## config.mk

```make
export PLATFORM = sky130hd
export DESIGN_NAME = sapf_top
export DESIGN_NICKNAME = d
export VERILOG_FILES = /design/src/hdl/sapf_pkg.sv /design/src/hdl/sapf_conv_if.sv /design/src/hdl/sapf_sar.sv /design/src/hdl/sapf_top.sv
export SDC_FILE = /design/constraint.sdc
export NUM_CORES = 1
export LEC_CHECK = 0
export BUFFER_PORTS_ARGS = -buffer_cell sky130_fd_sc_hd__buf_2
export CORE_MARGIN = 8
export CORE_UTILIZATION = 38
export DETAILED_ROUTE_END_ITERATION = 7
export PLACE_DENSITY_LB_ADDON = 0.08
export SYNTH_ARGS = -nofsm -noshare
export SYNTH_HDL_FRONTEND = slang
export SYNTH_SLANG_ARGS = --single-unit
```

## constraint.sdc

```tcl
create_clock -name aclk -period 2.6 [get_ports aclk]
set_input_delay 0.39 -clock aclk [delete_from_list [all_inputs] [get_ports aclk]]
set_output_delay 0.39 -clock aclk [all_outputs]
set_load 0.01 [all_outputs]
```

## src/hdl/sapf_pkg.sv

```systemverilog
// shared constants for the converter control block
package sapf_pkg;
   // register indices; byte address is four times the index
   localparam int unsigned ADDR_W     = 18;
   localparam logic [15:0] IDX_RESULT = 16'hff08;
   localparam logic [15:0] IDX_MODE   = 16'hff28;
   localparam logic [15:0] IDX_CHAN   = 16'hff29;
   localparam logic [15:0] IDX_PFMODE = 16'hff2a;
   localparam logic [15:0] IDX_PFTHR  = 16'hff2b;
   localparam logic [15:0] IDX_STATUS = 16'hff2c;
   // mode and channel register fields
   localparam int unsigned MODE_RUN_BIT  = 7;
   localparam int unsigned MODE_TSEL_LSB = 3;
   localparam int unsigned MODE_REF_BIT  = 0;
   localparam logic [7:0]  MODE_MASK     = 8'hb9;
   localparam logic [7:0]  CHAN_MASK     = 8'h07;
   // power-fail mode fields
   localparam int unsigned PF_EN_BIT  = 7;
   localparam int unsigned PF_POL_BIT = 6;
   localparam logic [7:0]  PF_MASK    = 8'hc0;
   // status fields
   localparam int unsigned ST_ACTIVE_BIT  = 0;
   localparam int unsigned ST_INVALID_BIT = 1;
   localparam int unsigned ST_REF_BIT     = 2;
   // reset values
   localparam logic [7:0]  RST_REG8   = 8'h00;
   localparam logic [9:0]  RST_RESULT = 10'h000;
   // converter geometry and timing
   localparam int unsigned RES_W        = 10;
   localparam int unsigned NUM_CH       = 8;
   localparam int unsigned SLOTS        = 24;
   localparam logic [4:0]  SAMPLE_SLOTS = 5'h0e;
   localparam logic [9:0]  MSB_TRIAL    = 10'h200;
   // bus responses
   localparam logic [1:0]  RESP_OKAY    = 2'h0;
   localparam logic [1:0]  RESP_SLVERR  = 2'h2;

   // main-clock cycles of one slot; a conversion is SLOTS slots
   function automatic logic [3:0] slot_cycles(input logic [2:0] code);
      unique case (code)
         3'h0:    slot_cycles = 4'hc;
         3'h1:    slot_cycles = 4'ha;
         3'h2:    slot_cycles = 4'h8;
         3'h4:    slot_cycles = 4'h6;
         3'h5:    slot_cycles = 4'h5;
         3'h6:    slot_cycles = 4'h4;
         default: slot_cycles = 4'hc; // prohibited: longest time
      endcase
   endfunction : slot_cycles
endpackage : sapf_pkg

```

## src/hdl/sapf_conv_if.sv

```systemverilog
// link between register side and approximation sequencer
interface sapf_conv_if;
   logic       run;
   logic [2:0] time_code;
   logic       cmp_high;
   logic       sampling;
   logic [9:0] approx;
   logic       active;
   logic       done;
   logic [9:0] result;
   modport ctl (output run, time_code, cmp_high,
                input  sampling, approx, active, done, result);
   modport seq (input  run, time_code, cmp_high,
                output sampling, approx, active, done, result);
endinterface : sapf_conv_if

```

## src/hdl/sapf_sar.sv

```systemverilog
// sample, hold and successive approximation sequencer
module sapf_sar (
   // clock and reset
   input  wire logic aclk,
   input  wire logic aresetn,
   // control link
   sapf_conv_if.seq  conv
);
   typedef enum logic [1:0] {ST_IDLE, ST_SAMPLE, ST_CONVERT} sapf_state_e;

   sapf_state_e state_q;
   logic [8:0]  cnt_q;
   logic [3:0]  slot_q;
   logic [3:0]  bit_q;
   logic [9:0]  approx_q;
   logic [9:0]  result_q;
   logic        sampling_q;
   logic        done_q;
   logic [9:0]  decided;

   // trial bit kept only while the comparator says input is at or above tap
   always_comb begin
      decided = approx_q;
      if (!conv.cmp_high) begin
         decided[bit_q] = 1'b0;
      end
   end

   // time code latched per conversion: a rewrite cannot stretch one
   always_ff @(posedge aclk) begin
      if (!aresetn) begin
         state_q    <= ST_IDLE;
         cnt_q      <= 9'h000;
         slot_q     <= 4'h0;
         bit_q      <= 4'h0;
         approx_q   <= sapf_pkg::RST_RESULT;
         result_q   <= sapf_pkg::RST_RESULT;
         sampling_q <= 1'b0;
         done_q     <= 1'b0;
      end else begin
         done_q <= 1'b0;
         unique case (state_q)
            ST_IDLE: begin
               if (conv.run) begin
                  state_q    <= ST_SAMPLE;
                  slot_q     <= sapf_pkg::slot_cycles(conv.time_code);
                  cnt_q      <= 9'(sapf_pkg::slot_cycles(conv.time_code))
                                * 9'(sapf_pkg::SAMPLE_SLOTS) - 9'h002;
                  sampling_q <= 1'b1;
                  approx_q   <= sapf_pkg::RST_RESULT;
               end
            end
            ST_SAMPLE: begin
               if (!conv.run) begin
                  state_q    <= ST_IDLE;
                  sampling_q <= 1'b0;
               end else if (cnt_q == 9'h000) begin
                  state_q    <= ST_CONVERT;
                  sampling_q <= 1'b0; // hold until the last bit
                  approx_q   <= sapf_pkg::MSB_TRIAL;
                  bit_q      <= 4'h9;
                  cnt_q      <= 9'(slot_q - 4'h1);
               end else begin
                  cnt_q <= cnt_q - 9'h001;
               end
            end
            ST_CONVERT: begin
               if (!conv.run) begin
                  state_q <= ST_IDLE; // stopped: result discarded
               end else if (cnt_q != 9'h000) begin
                  cnt_q <= cnt_q - 9'h001;
               end else if (bit_q == 4'h0) begin
                  result_q <= decided;
                  approx_q <= decided;
                  done_q   <= 1'b1;
                  state_q  <= ST_IDLE; // restarts sampling next edge
               end else begin
                  approx_q             <= decided;
                  approx_q[bit_q - 1]  <= 1'b1;
                  bit_q                <= bit_q - 4'h1;
                  cnt_q                <= 9'(slot_q - 4'h1);
               end
            end
            default: state_q <= ST_IDLE;
         endcase
      end
   end

   // link outputs
   assign conv.sampling = sampling_q;
   assign conv.approx   = approx_q;
   assign conv.active   = (state_q != ST_IDLE);
   assign conv.done     = done_q;
   assign conv.result   = result_q;
endmodule : sapf_sar

```

## src/hdl/sapf_top.sv

```systemverilog
// converter control top: register file, bus slave, power-fail compare
//
// Overview of operation
// only selected input goes to the converter; others stay digital inputs
// sample selected input at start, hold it for the whole conversion
// approximation resolves from msb; at lsb it is copied to result
// 16-bit result holds value in upper 10 bits, lower 6 zero
// with power-fail on, interrupt only when chosen comparison holds
// mode register resets to zero; written by byte or bit operations
// mode bit 7 stops or enables conversion
// time field bits 5..3 pick 288 to 96 main-clock cycles
// mode bit 0 runs the boost reference generator
// stopped, waiting with reference only, or converting
// first result after enabling with reference off is invalid
// software waits 14 us after reference enable before starting
// software picks a time between 14 us and the grade limit
// software stops conversion before changing the time field
// mode writes insert a bus wait cycle
// without power-fail, interrupt after every completed conversion; here none if mode bit 7 clears on the completing edge
// threshold compares with the upper 8 result bits only
// polarity zero: fire at or above; polarity one: fire below
// three-bit channel select picks input n for code n
// cycle counter times conversions and restarts while enabled
//
// Chosen here: the AXI4-Lite interface to the registers.
module sapf_top #(
   parameter int unsigned NUM_CHANNELS = sapf_pkg::NUM_CH
) (
   // clock and reset
   input  wire logic                        aclk,
   input  wire logic                        aresetn,
   // axi4-lite write address
   input  wire logic                        s_axi_awvalid,
   output logic                             s_axi_awready,
   input  wire logic [sapf_pkg::ADDR_W-1:0] s_axi_awaddr,
   // axi4-lite write data
   input  wire logic                        s_axi_wvalid,
   output logic                             s_axi_wready,
   input  wire logic [31:0]                 s_axi_wdata,
   input  wire logic [3:0]                  s_axi_wstrb,
   // axi4-lite write response
   output logic                             s_axi_bvalid,
   input  wire logic                        s_axi_bready,
   output logic [1:0]                       s_axi_bresp,
   // axi4-lite read address
   input  wire logic                        s_axi_arvalid,
   output logic                             s_axi_arready,
   input  wire logic [sapf_pkg::ADDR_W-1:0] s_axi_araddr,
   // axi4-lite read data
   output logic                             s_axi_rvalid,
   input  wire logic                        s_axi_rready,
   output logic [31:0]                      s_axi_rdata,
   output logic [1:0]                       s_axi_rresp,
   // analog front end
   output logic [2:0]                       channel_select,
   output logic [NUM_CHANNELS-1:0]          digital_input_enable,
   output logic                             sample_hold,
   output logic [9:0]                       approximation_register,
   output logic                             reference_generator_enable,
   input  wire logic                        comparator_high,
   // event
   output logic                             conversion_irq
);
   // the channel field and input mask are sized for eight inputs
   if (NUM_CHANNELS != sapf_pkg::NUM_CH) begin : g_chk
      $error("sapf_top supports exactly eight analog inputs");
   end

   sapf_conv_if conv ();

   // registers
   logic [7:0]  mode_q;
   logic [7:0]  chan_q;
   logic [7:0]  pfmode_q;
   logic [7:0]  pfthr_q;
   logic [9:0]  result_q;
   logic        invalid_q;
   logic        first_pend_q;
   logic        irq_q;
   logic [NUM_CHANNELS-1:0] dig_en_q;
   // bus state
   logic [15:0] waddr_q;
   logic [31:0] wdata_q;
   logic [3:0]  wstrb_q;
   logic        aw_have_q;
   logic        w_have_q;
   logic        wwait_q;
   logic        awready_q;
   logic        wready_q;
   logic        bvalid_q;
   logic [1:0]  bresp_q;
   logic [15:0] raddr_q;
   logic        ar_have_q;
   logic        rwait_q;
   logic        arready_q;
   logic        rvalid_q;
   logic [31:0] rdata_q;
   logic [1:0]  rresp_q;
   // comparator synchroniser
   logic        cmp_s1_q;
   logic        cmp_s2_q;
   logic        cmp_s3_q;
   logic        cmp_filt_q;
   logic        cmp_now;
   logic        commit;
   logic        pf_pass;

   // word index taken from a byte address
   function automatic logic [15:0] word_index(
      input logic [sapf_pkg::ADDR_W-1:0] addr);
      word_index = addr[sapf_pkg::ADDR_W-1:2];
   endfunction : word_index

   // any index that answers with data
   function automatic logic is_mapped(input logic [15:0] idx);
      is_mapped = (idx == sapf_pkg::IDX_RESULT) ||
                  (idx == sapf_pkg::IDX_MODE)   ||
                  (idx == sapf_pkg::IDX_CHAN)   ||
                  (idx == sapf_pkg::IDX_PFMODE) ||
                  (idx == sapf_pkg::IDX_PFTHR)  ||
                  (idx == sapf_pkg::IDX_STATUS);
   endfunction : is_mapped

   // comparator pin: three stages, value changes once stages two and
   // three agree; the agreed value is used at once to save a cycle
   always_ff @(posedge aclk) begin
      if (!aresetn) begin
         cmp_s1_q   <= 1'b0;
         cmp_s2_q   <= 1'b0;
         cmp_s3_q   <= 1'b0;
         cmp_filt_q <= 1'b0;
      end else begin
         cmp_s1_q <= comparator_high;
         cmp_s2_q <= cmp_s1_q;
         cmp_s3_q <= cmp_s2_q;
         if (cmp_s2_q == cmp_s3_q) begin
            cmp_filt_q <= cmp_s3_q;
         end
      end
   end
   assign cmp_now = (cmp_s2_q == cmp_s3_q) ? cmp_s3_q : cmp_filt_q;

   // sequencer link
   assign conv.run       = mode_q[sapf_pkg::MODE_RUN_BIT];
   assign conv.time_code = mode_q[sapf_pkg::MODE_TSEL_LSB +: 3];
   assign conv.cmp_high  = cmp_now;

   sapf_sar u_sar (
      .aclk    (aclk),
      .aresetn (aresetn),
      .conv    (conv)
   );

   // write channel: address and data taken in any order; the commit
   // is followed by one wait cycle before the response
   assign commit = aw_have_q && w_have_q && !wwait_q && !bvalid_q;

   always_ff @(posedge aclk) begin
      if (!aresetn) begin
         aw_have_q <= 1'b0;
         w_have_q  <= 1'b0;
         wwait_q   <= 1'b0;
         awready_q <= 1'b1;
         wready_q  <= 1'b1;
         bvalid_q  <= 1'b0;
         bresp_q   <= sapf_pkg::RESP_OKAY;
         waddr_q   <= 16'h0000;
         wdata_q   <= 32'h0000_0000;
         wstrb_q   <= 4'h0;
      end else begin
         if (s_axi_awvalid && awready_q) begin
            waddr_q   <= word_index(s_axi_awaddr);
            aw_have_q <= 1'b1;
            awready_q <= 1'b0;
         end
         if (s_axi_wvalid && wready_q) begin
            wdata_q  <= s_axi_wdata;
            wstrb_q  <= s_axi_wstrb;
            w_have_q <= 1'b1;
            wready_q <= 1'b0;
         end
         wwait_q <= commit;
         if (wwait_q) begin
            bvalid_q <= 1'b1;
            bresp_q  <= is_mapped(waddr_q) ? sapf_pkg::RESP_OKAY
                                           : sapf_pkg::RESP_SLVERR;
         end
         if (bvalid_q && s_axi_bready) begin
            bvalid_q  <= 1'b0;
            aw_have_q <= 1'b0;
            w_have_q  <= 1'b0;
            awready_q <= 1'b1;
            wready_q  <= 1'b1;
         end
      end
   end

   // register writes; low byte lane only, reserved bits forced to zero.
   // bit operations reach here as read-modify-write of the whole byte
   always_ff @(posedge aclk) begin
      if (!aresetn) begin
         mode_q   <= sapf_pkg::RST_REG8;
         chan_q   <= sapf_pkg::RST_REG8;
         pfmode_q <= sapf_pkg::RST_REG8;
         pfthr_q  <= sapf_pkg::RST_REG8;
      end else if (commit && wstrb_q[0]) begin
         unique case (waddr_q)
            sapf_pkg::IDX_MODE:
               mode_q <= wdata_q[7:0] & sapf_pkg::MODE_MASK;
            sapf_pkg::IDX_CHAN:
               chan_q <= wdata_q[7:0] & sapf_pkg::CHAN_MASK;
            sapf_pkg::IDX_PFMODE:
               pfmode_q <= wdata_q[7:0] & sapf_pkg::PF_MASK;
            sapf_pkg::IDX_PFTHR:
               pfthr_q <= wdata_q[7:0];
            default: ; // result, status and holes ignore writes
         endcase
      end
   end

   // read channel with one wait cycle, like the write side
   always_ff @(posedge aclk) begin
      if (!aresetn) begin
         ar_have_q <= 1'b0;
         rwait_q   <= 1'b0;
         arready_q <= 1'b1;
         rvalid_q  <= 1'b0;
         rdata_q   <= 32'h0000_0000;
         rresp_q   <= sapf_pkg::RESP_OKAY;
         raddr_q   <= 16'h0000;
      end else begin
         rwait_q <= 1'b0;
         if (s_axi_arvalid && arready_q) begin
            raddr_q   <= word_index(s_axi_araddr);
            ar_have_q <= 1'b1;
            arready_q <= 1'b0;
         end
         if (ar_have_q && !rwait_q && !rvalid_q) begin
            rwait_q <= 1'b1;
         end
         if (rwait_q) begin
            rvalid_q <= 1'b1;
            rresp_q  <= is_mapped(raddr_q) ? sapf_pkg::RESP_OKAY
                                           : sapf_pkg::RESP_SLVERR;
            unique case (raddr_q)
               sapf_pkg::IDX_RESULT:
                  rdata_q <= {16'h0000, result_q, 6'h00};
               sapf_pkg::IDX_MODE:   rdata_q <= {24'h000000, mode_q};
               sapf_pkg::IDX_CHAN:   rdata_q <= {24'h000000, chan_q};
               sapf_pkg::IDX_PFMODE: rdata_q <= {24'h000000, pfmode_q};
               sapf_pkg::IDX_PFTHR:  rdata_q <= {24'h000000, pfthr_q};
               sapf_pkg::IDX_STATUS:
                  rdata_q <= {29'h0000_0000,
                              mode_q[sapf_pkg::MODE_REF_BIT],
                              invalid_q, conv.active};
               default: rdata_q <= 32'h0000_0000;
            endcase
         end
         if (rvalid_q && s_axi_rready) begin
            rvalid_q  <= 1'b0;
            ar_have_q <= 1'b0;
            arready_q <= 1'b1;
         end
      end
   end

   // compare upper result byte against threshold; uses the fresh result
   always_comb begin
      pf_pass = 1'b1;
      if (pfmode_q[sapf_pkg::PF_EN_BIT]) begin
         if (pfmode_q[sapf_pkg::PF_POL_BIT]) begin
            pf_pass = (conv.result[9:2] < pfthr_q);
         end else begin
            pf_pass = (conv.result[9:2] >= pfthr_q);
         end
      end
   end

   // result transfer on each completion; interrupt pulse on each completion that passes the power-fail compare while mode bit 7 is still set
   always_ff @(posedge aclk) begin
      if (!aresetn) begin
         result_q <= sapf_pkg::RST_RESULT;
         irq_q    <= 1'b0;
      end else begin
         irq_q <= conv.done && pf_pass && conv.run;
         if (conv.done) begin
            result_q <= conv.result;
         end
      end
   end

   // a start with the reference off marks the first result invalid;
   // the mark stays until a later completion replaces the result
   always_ff @(posedge aclk) begin
      if (!aresetn) begin
         first_pend_q <= 1'b0;
         invalid_q    <= 1'b0;
      end else begin
         if (commit && wstrb_q[0] && waddr_q == sapf_pkg::IDX_MODE &&
             !mode_q[sapf_pkg::MODE_RUN_BIT] &&
             wdata_q[sapf_pkg::MODE_RUN_BIT] &&
             !wdata_q[sapf_pkg::MODE_REF_BIT]) begin
            first_pend_q <= 1'b1;
         end else if (conv.done) begin
            first_pend_q <= 1'b0;
         end
         if (conv.done) begin
            invalid_q <= first_pend_q;
         end
      end
   end

   // pin routing: only the selected input leaves the digital path,
   // and only while the converter is enabled
   always_ff @(posedge aclk) begin
      if (!aresetn) begin
         dig_en_q <= {NUM_CHANNELS{1'b1}};
      end else if (mode_q[sapf_pkg::MODE_RUN_BIT]) begin
         dig_en_q <= ~(NUM_CHANNELS'(1) << chan_q[2:0]);
      end else begin
         dig_en_q <= {NUM_CHANNELS{1'b1}};
      end
   end

   // outputs
   assign s_axi_awready              = awready_q;
   assign s_axi_wready               = wready_q;
   assign s_axi_bvalid               = bvalid_q;
   assign s_axi_bresp                = bresp_q;
   assign s_axi_arready              = arready_q;
   assign s_axi_rvalid               = rvalid_q;
   assign s_axi_rdata                = rdata_q;
   assign s_axi_rresp                = rresp_q;
   assign channel_select             = chan_q[2:0];
   assign digital_input_enable       = dig_en_q;
   assign sample_hold                = conv.sampling;
   assign approximation_register     = conv.approx;
   assign reference_generator_enable = mode_q[sapf_pkg::MODE_REF_BIT];
   assign conversion_irq             = irq_q;
endmodule : sapf_top

```

* After elaboration in Yosys (flattened, before gate mapping)
Index checks and enable logic that the tools add are counted.
Cells by class: multiplexer cells 50, multiply operators 1, add/subtract/negate cells 5, bitwise logic cells 8, reductions and logical operators 59, equal/unequal tests 30, shift operators 1, $lt $le $gt $ge 6
Operator list (number):
- equality test 16 bit (second input constant) | 12
- one-hot mux 16 bit (6 select lines) | 1
- two-way mux 10 bit | 7
- two-way mux 9 bit | 6
- greater-or-equal comparator 32 x 1 -> 1 bit (second input constant) | 1
- < comparator 32 x 5 -> 1 bit (second input constant) | 1
- two-way mux 4 bit | 8
- one-hot mux 10 bit (3 select lines) | 1
- one-hot mux 9 bit (3 select lines) | 1
- one-hot mux 4 bit (5 select lines) | 1
- logical AND 1 bit | 19
- two-way mux 2 bit | 8
- two-way mux 1 bit | 12
- AND reduction 2 bit | 6
- AND reduction 6 bit | 2
- AND 10 bit | 1
- logical OR 1 bit | 10
- inequality test 2 bit (second input constant) | 5
- inverter 10 bit | 1
- OR 10 bit | 1
- subtractor 4 x 1 -> 5 bit (second input constant) | 2
- equality test 3 bit (second input constant) | 3
- logical NOT 9 bit | 1
- inequality test 3 x 2 -> 1 bit (second input constant) | 3
- 33 further kinds | 47
Word-level totals: input port bits 80, word-level logic and storage cells 198, output and inout bits 65, bits in registers 171

* Longest topological paths before layout
depth after elaboration 12, depth in mapped cells 12, mapped depth without buffers 9

* By module
A second synthesis with hierarchy kept.
Second synthesis, totals: cell total of the unflattened synthesis 840, area total of the unflattened synthesis 7349.5 µm²
By module, submodules not included:
- sapf_top | sequential area each 2242.2 µm², instances 1, cells each 517, area an instance 4718.3 µm²
- sapf_sar | sequential area each 820.8 µm², instances 1, cells each 323, area an instance 2631.3 µm²

* Worst setup path before layout
OpenSTA, ideal clock, no wires.
kind register to register, from register mode_q[3], to register u_sar.cnt_q[6], stages on the path, launching flop included 13, path buffers 3, arrival 2.516 ns, required time 2.484 ns, library setup time 0.116 ns, path slack -0.032 ns, period minus slack after synthesis 2.632 ns, cells stage by stage dfxtp_1 clkbuf_1 and3b_1 clkbuf_1 inv_1 ha_1 ha_1 clkbuf_1 ha_1 a221oi_1 xor2_1 o32ai_1 a31o_2
Between the ends: longest elaborated chain between the ends 9, elaborated cells on any way between the ends 13, those cells by class add/sub (1); mul (1); eq/ne (5); mux (6)
RTL lines:
- start, declared | RTL line sapf_top.sv:72 | logic [7:0] mode_q;
- start signal, assigned | RTL line sapf_top.sv:202 | mode_q <= sapf_pkg::RST_REG8;
- start signal, assigned | RTL line sapf_top.sv:209 | mode_q <= wdata_q[7:0] & sapf_pkg::MODE_MASK;
- equality test 3 bit, or another cell as far along | RTL line sapf_pkg.sv:40 | unique case (code)
- one-hot mux 4 bit (5 select lines) (*) | RTL line sapf_pkg.sv:40
- two-way mux 4 bit (*) | RTL line sapf_sar.sv:44 | if (conv.run) begin
- two-way mux 4 bit (*) | RTL line sapf_sar.sv:42 | unique case (state_q)
- two-way mux 4 bit (*) | RTL line sapf_sar.sv:31 | if (!aresetn) begin
- multiplier 4 x 3 -> 7 bit (*) | RTL line sapf_sar.sv:48 | * 9'(sapf_pkg::SAMPLE_SLOTS) - 9'h002;
- subtractor 8 x 2 -> 9 bit (*) | RTL line sapf_sar.sv:48
- two-way mux 9 bit (*) | RTL line sapf_sar.sv:44
- one-hot mux 9 bit (3 select lines) (*) | RTL line sapf_sar.sv:42
- end signal, assigned | RTL line sapf_sar.sv:47 | cnt_q <= 9'(sapf_pkg::slot_cycles(conv.time_code))
- end signal, assigned | RTL line sapf_sar.sv:62 | cnt_q <= 9'(slot_q - 4'h1);
- end signal, assigned | RTL line sapf_sar.sv:64 | cnt_q <= cnt_q - 9'h001;
- end, declared | RTL line sapf_sar.sv:12 | logic [8:0] cnt_q;
Every way passes the cells marked *; elsewhere a longest branch is shown, timed or not. The select of a mux whose other input is x is not followed. A chain may end at the register's enable or synchronous reset.

* Final worst setup path
from register mode_q[5], to register u_sar.cnt_q[6]
The elaborated chain is that of the path after synthesis.

==> results.yml <==
cells_and_area:
  area_growth_pct: 19.42
  diodes: 0
  finalNetCount: 1051
  fin_area_mm2: 0.008416
  drive_above_1_share_pct: 18.18
worst_setup_path:
  crit_buf_inv: 1
  critical_path.top_delay_family: "compound AO/OA/AOI/OAI gates"
  slowest_stage: "dfxtp_1"
  cp-start-kind: "flip-flop"
  worstSetupEndpointType: "flip-flop"
  critical_path_class: "reg -> reg"
  path_cells: "and3b_1, inv_1, ha_1, ha_1, ha_1, a221oi_1, xor2_1, o32ai_1, a31o_2"
  required_ps: 2920
  worst-path-stages: 9
  r2r_cells: 9
  slowest_delay_ps: 370
  crit_top_cell: "ha_1"
  arrival_ps: 2740
  path_max_fanout: 4
sta:
  finalSetupViolations: 0
  tightest_slew_ps: 734.5
  rsz0062_at_grt: "no"
  finalClockSkew_ps: 11.98
  slew_headroom_pct: 50.97
  fin_crit_ps: 2420
  hold_viol: 0
  fin_setup_tns_ps: 0
  report.final.slew_viol_count: 0
  fmax_ghz: 0.4132
  finalCritPeriodShare_pct: 93.08
  whs_ps: 169.0
yosys:
  ys_ff_latch: 153
  synth_fa_ha_area_share_pct: 5.078
  syn-mean-instance-area_um2: 8.339
  yosys.area_share.simple_pct: 23.67
  ys_seq_area_share_pct: 43.47
  synth_top_family_by_area: "simple AND/OR/NAND/NOR gates"
  yosysTopAreaCell: "dfxtp_1"
  yosysWarnings: 0
  synth_commonest_cells: "dfxtp_1, nand2_1, a21oi_1"
  synth_edf_count: 0
  synth_cell_type_count: 68
  synthArstFlopShare_pct: 0
  synth_compound_area_share_pct: 15.15
  synthMuxAreaShare_pct: 4.545
  synth_area_mm2: 0.007047
  syn_inst: 845
  yosys.area.top_type_share_pct: 43.47
  synth_xor_area_share_pct: 1.616
  synth_area_leaders: "dfxtp_1, nand2_1, a21oi_1, ha_1, mux2i_1"
  synth_ff_type: "dfxtp_1"
  yosysMostFrequentCell: "dfxtp_1"
floorplan:
  rows: 50
  ios: 145
  die_w_um: 152.2
  die_y_um: 152.2
  coreArea_mm2: 0.01846
  die_area_mm2: 0.02316
  initial_core_util_pct: 38.18
global_routing:
  overflow: 0
  grt_pass1_wl_um: 31370
  grt_pass1_vias: 5922
  track_usage_pct: 16.47
  grt_max_degree: 56
  grt_antenna_before_repair: 0
power_and_ir_drop:
  switchingPower_uw: 1337
  seq_power_share_pct: 46.8
  internal_power_uw: 3871
  p_clk_share_pct: 48.6
  peakVddDrop_mv: 0.4277
  p_sw_share_pct: 25.68
  power_density_mw_per_mm2: 618.9
  p_comb_share_pct: 4.6
  power_leakage_uw: 0.003461
clock_tree:
  cts_made_buffers: 17
  cts.htree.levels: 4
  root_buffer: "clkbuf_16"
  clkLatencyLatePin_ps: 430
  clockBufferDepth: 2
  cts_tree: "done"
  cts.sinks: 153
  path_clk_slew_ps: 70
route:
  detail-route-antenna-nets: 0
  wl_per_cell_um: 15.75
  first_iter_violations: 431
  drt-vias-per-instance: 5.055
  vias: 6020
  first_pass_iters: 4
  drc: 0
  routed_wl_um: 18760
place:
  place_congestion: 0.8376
  dp_hpwl_um: 13960
  portBuffers: 95
  post_dp_cell_area_mm2: 0.007792
outcome:
  outcome: "finished, final reports clean"
worst_hold_path:
  hold_depth: 2
  hp-class: "in -> reg"
job:
  cap_violations: 0
-- per-stage QoR --
| stage | worst slack (ps) | instances | util [%] | total power (uW) |
|---|---|---|---|---|
| global route | 9.220 | 1191 | 45.60 | 5403 |
| CTS | 28.26 | 1190 | 45.48 | 5275 |
| detailed placement | 85.60 | 1158 | 42.22 | 2733 |
| finish | 180.0 | 1191 | 45.60 | 5208 |
| floorplan | 11.33 | 863 | - | 2652 |
| global placement | 87.15 | 1158 | 42.22 | 2732 |
-- layout by cell type (no fill, tap or decap), drive strengths merged, types with 4 or more instances in the layout --
cell      n
dfxtp   153
nand2   144
buf     123
a21oi    96
nor2     59
inv      49
mux2i    32
o21ai    31
nand3    28
ha       27
conb     19
clkbuf   17
nor3     16
nor3b    12
xnor2    10
nor2b    10
nand2b   10
and2     10
nand4     8
a221o     8
nand4b    7
a22oi     7
nor4      6
o21a      6
a211oi    5
and3      5
or2       4
-- layer usage --
layer / share of wire [%] / wire [um] / track usage [%] / up-vias
met5: 0 / 0 / 0 / -
li1: - / - / - / 3087
met2: 43 / 8129 / 24.53 / 115
met1: 51 / 9586 / 23.14 / 2807
met3: 4.8 / 894 / 3.573 / 11
met4: 0.81 / 152 / 5.378 / 0
-- path summary, 6_finish.rpt --
path / from / end / slack [ps]
hold / removal: comparator_high / cmp_s1_q$_SDFF_PN0_ / 170
setup / recovery: mode_q[5]$_SDFFE_PN0P_ / u_sar.cnt_q[6]$_SDFFE_PN0P_ / 180
setup reg to reg: mode_q[5]$_SDFFE_PN0P_ / u_sar.cnt_q[6]$_SDFFE_PN0P_ / 180
hold reg to reg: cmp_s1_q$_SDFF_PN0_ / cmp_s2_q$_SDFF_PN0_ / 440
-- logic make-up after synthesis --
group           count (synthesis)
other cells                     1
buf+inv                       100
mux                            32
compound gates                179
fa+ha+maj                      29
flops                         153
xor+xnor                       13
simple gates                  338
-- power groups by stage --
stage                     combinational, uW  sequential (uW)  clock (uW)
after detailed placement                241             2490           0
after global placement                  240             2490           0
after global routing                    271             2440        2690
after floorplan                         172             2480           0
final                                   238             2440        2530
after CTS                               242             2440        2590
-- area by class of cell --
cell class / instances / area (um2)
fillers: 1880 / 10040
multi-input cells: 610 / 3612
flip-flops and latches: 153 / 3063
repair buffers: 123 / 698.2
clock buffers: 17 / 425.4
well taps: 234 / 292.8
clock inverters: 15 / 176.4
inverters: 39 / 147.6
-- state kept, by name (all words and copies together), names as in the netlist, 2 cells and up --
register	flops
raddr_q	16
s_axi_rdata	16
waddr_q	16
result_q	10
u_sar.conv.approx	10
u_sar.conv.result	10
u_sar.cnt_q	9
digital_input_enable	8
pfthr_q	8
wdata_q	8
mode_q	5
u_sar.bit_q	4
u_sar.slot_q	4
chan_q	3
pfmode_q	2
u_sar.state_q	2
-- repair_timing --
item	CTS	global route
endpoints found under the setup margin	0	18
gates resized for setup	0	3
hold buffers	0	0
setup buffers	0	1
Power figures use the tool's default switching activity.
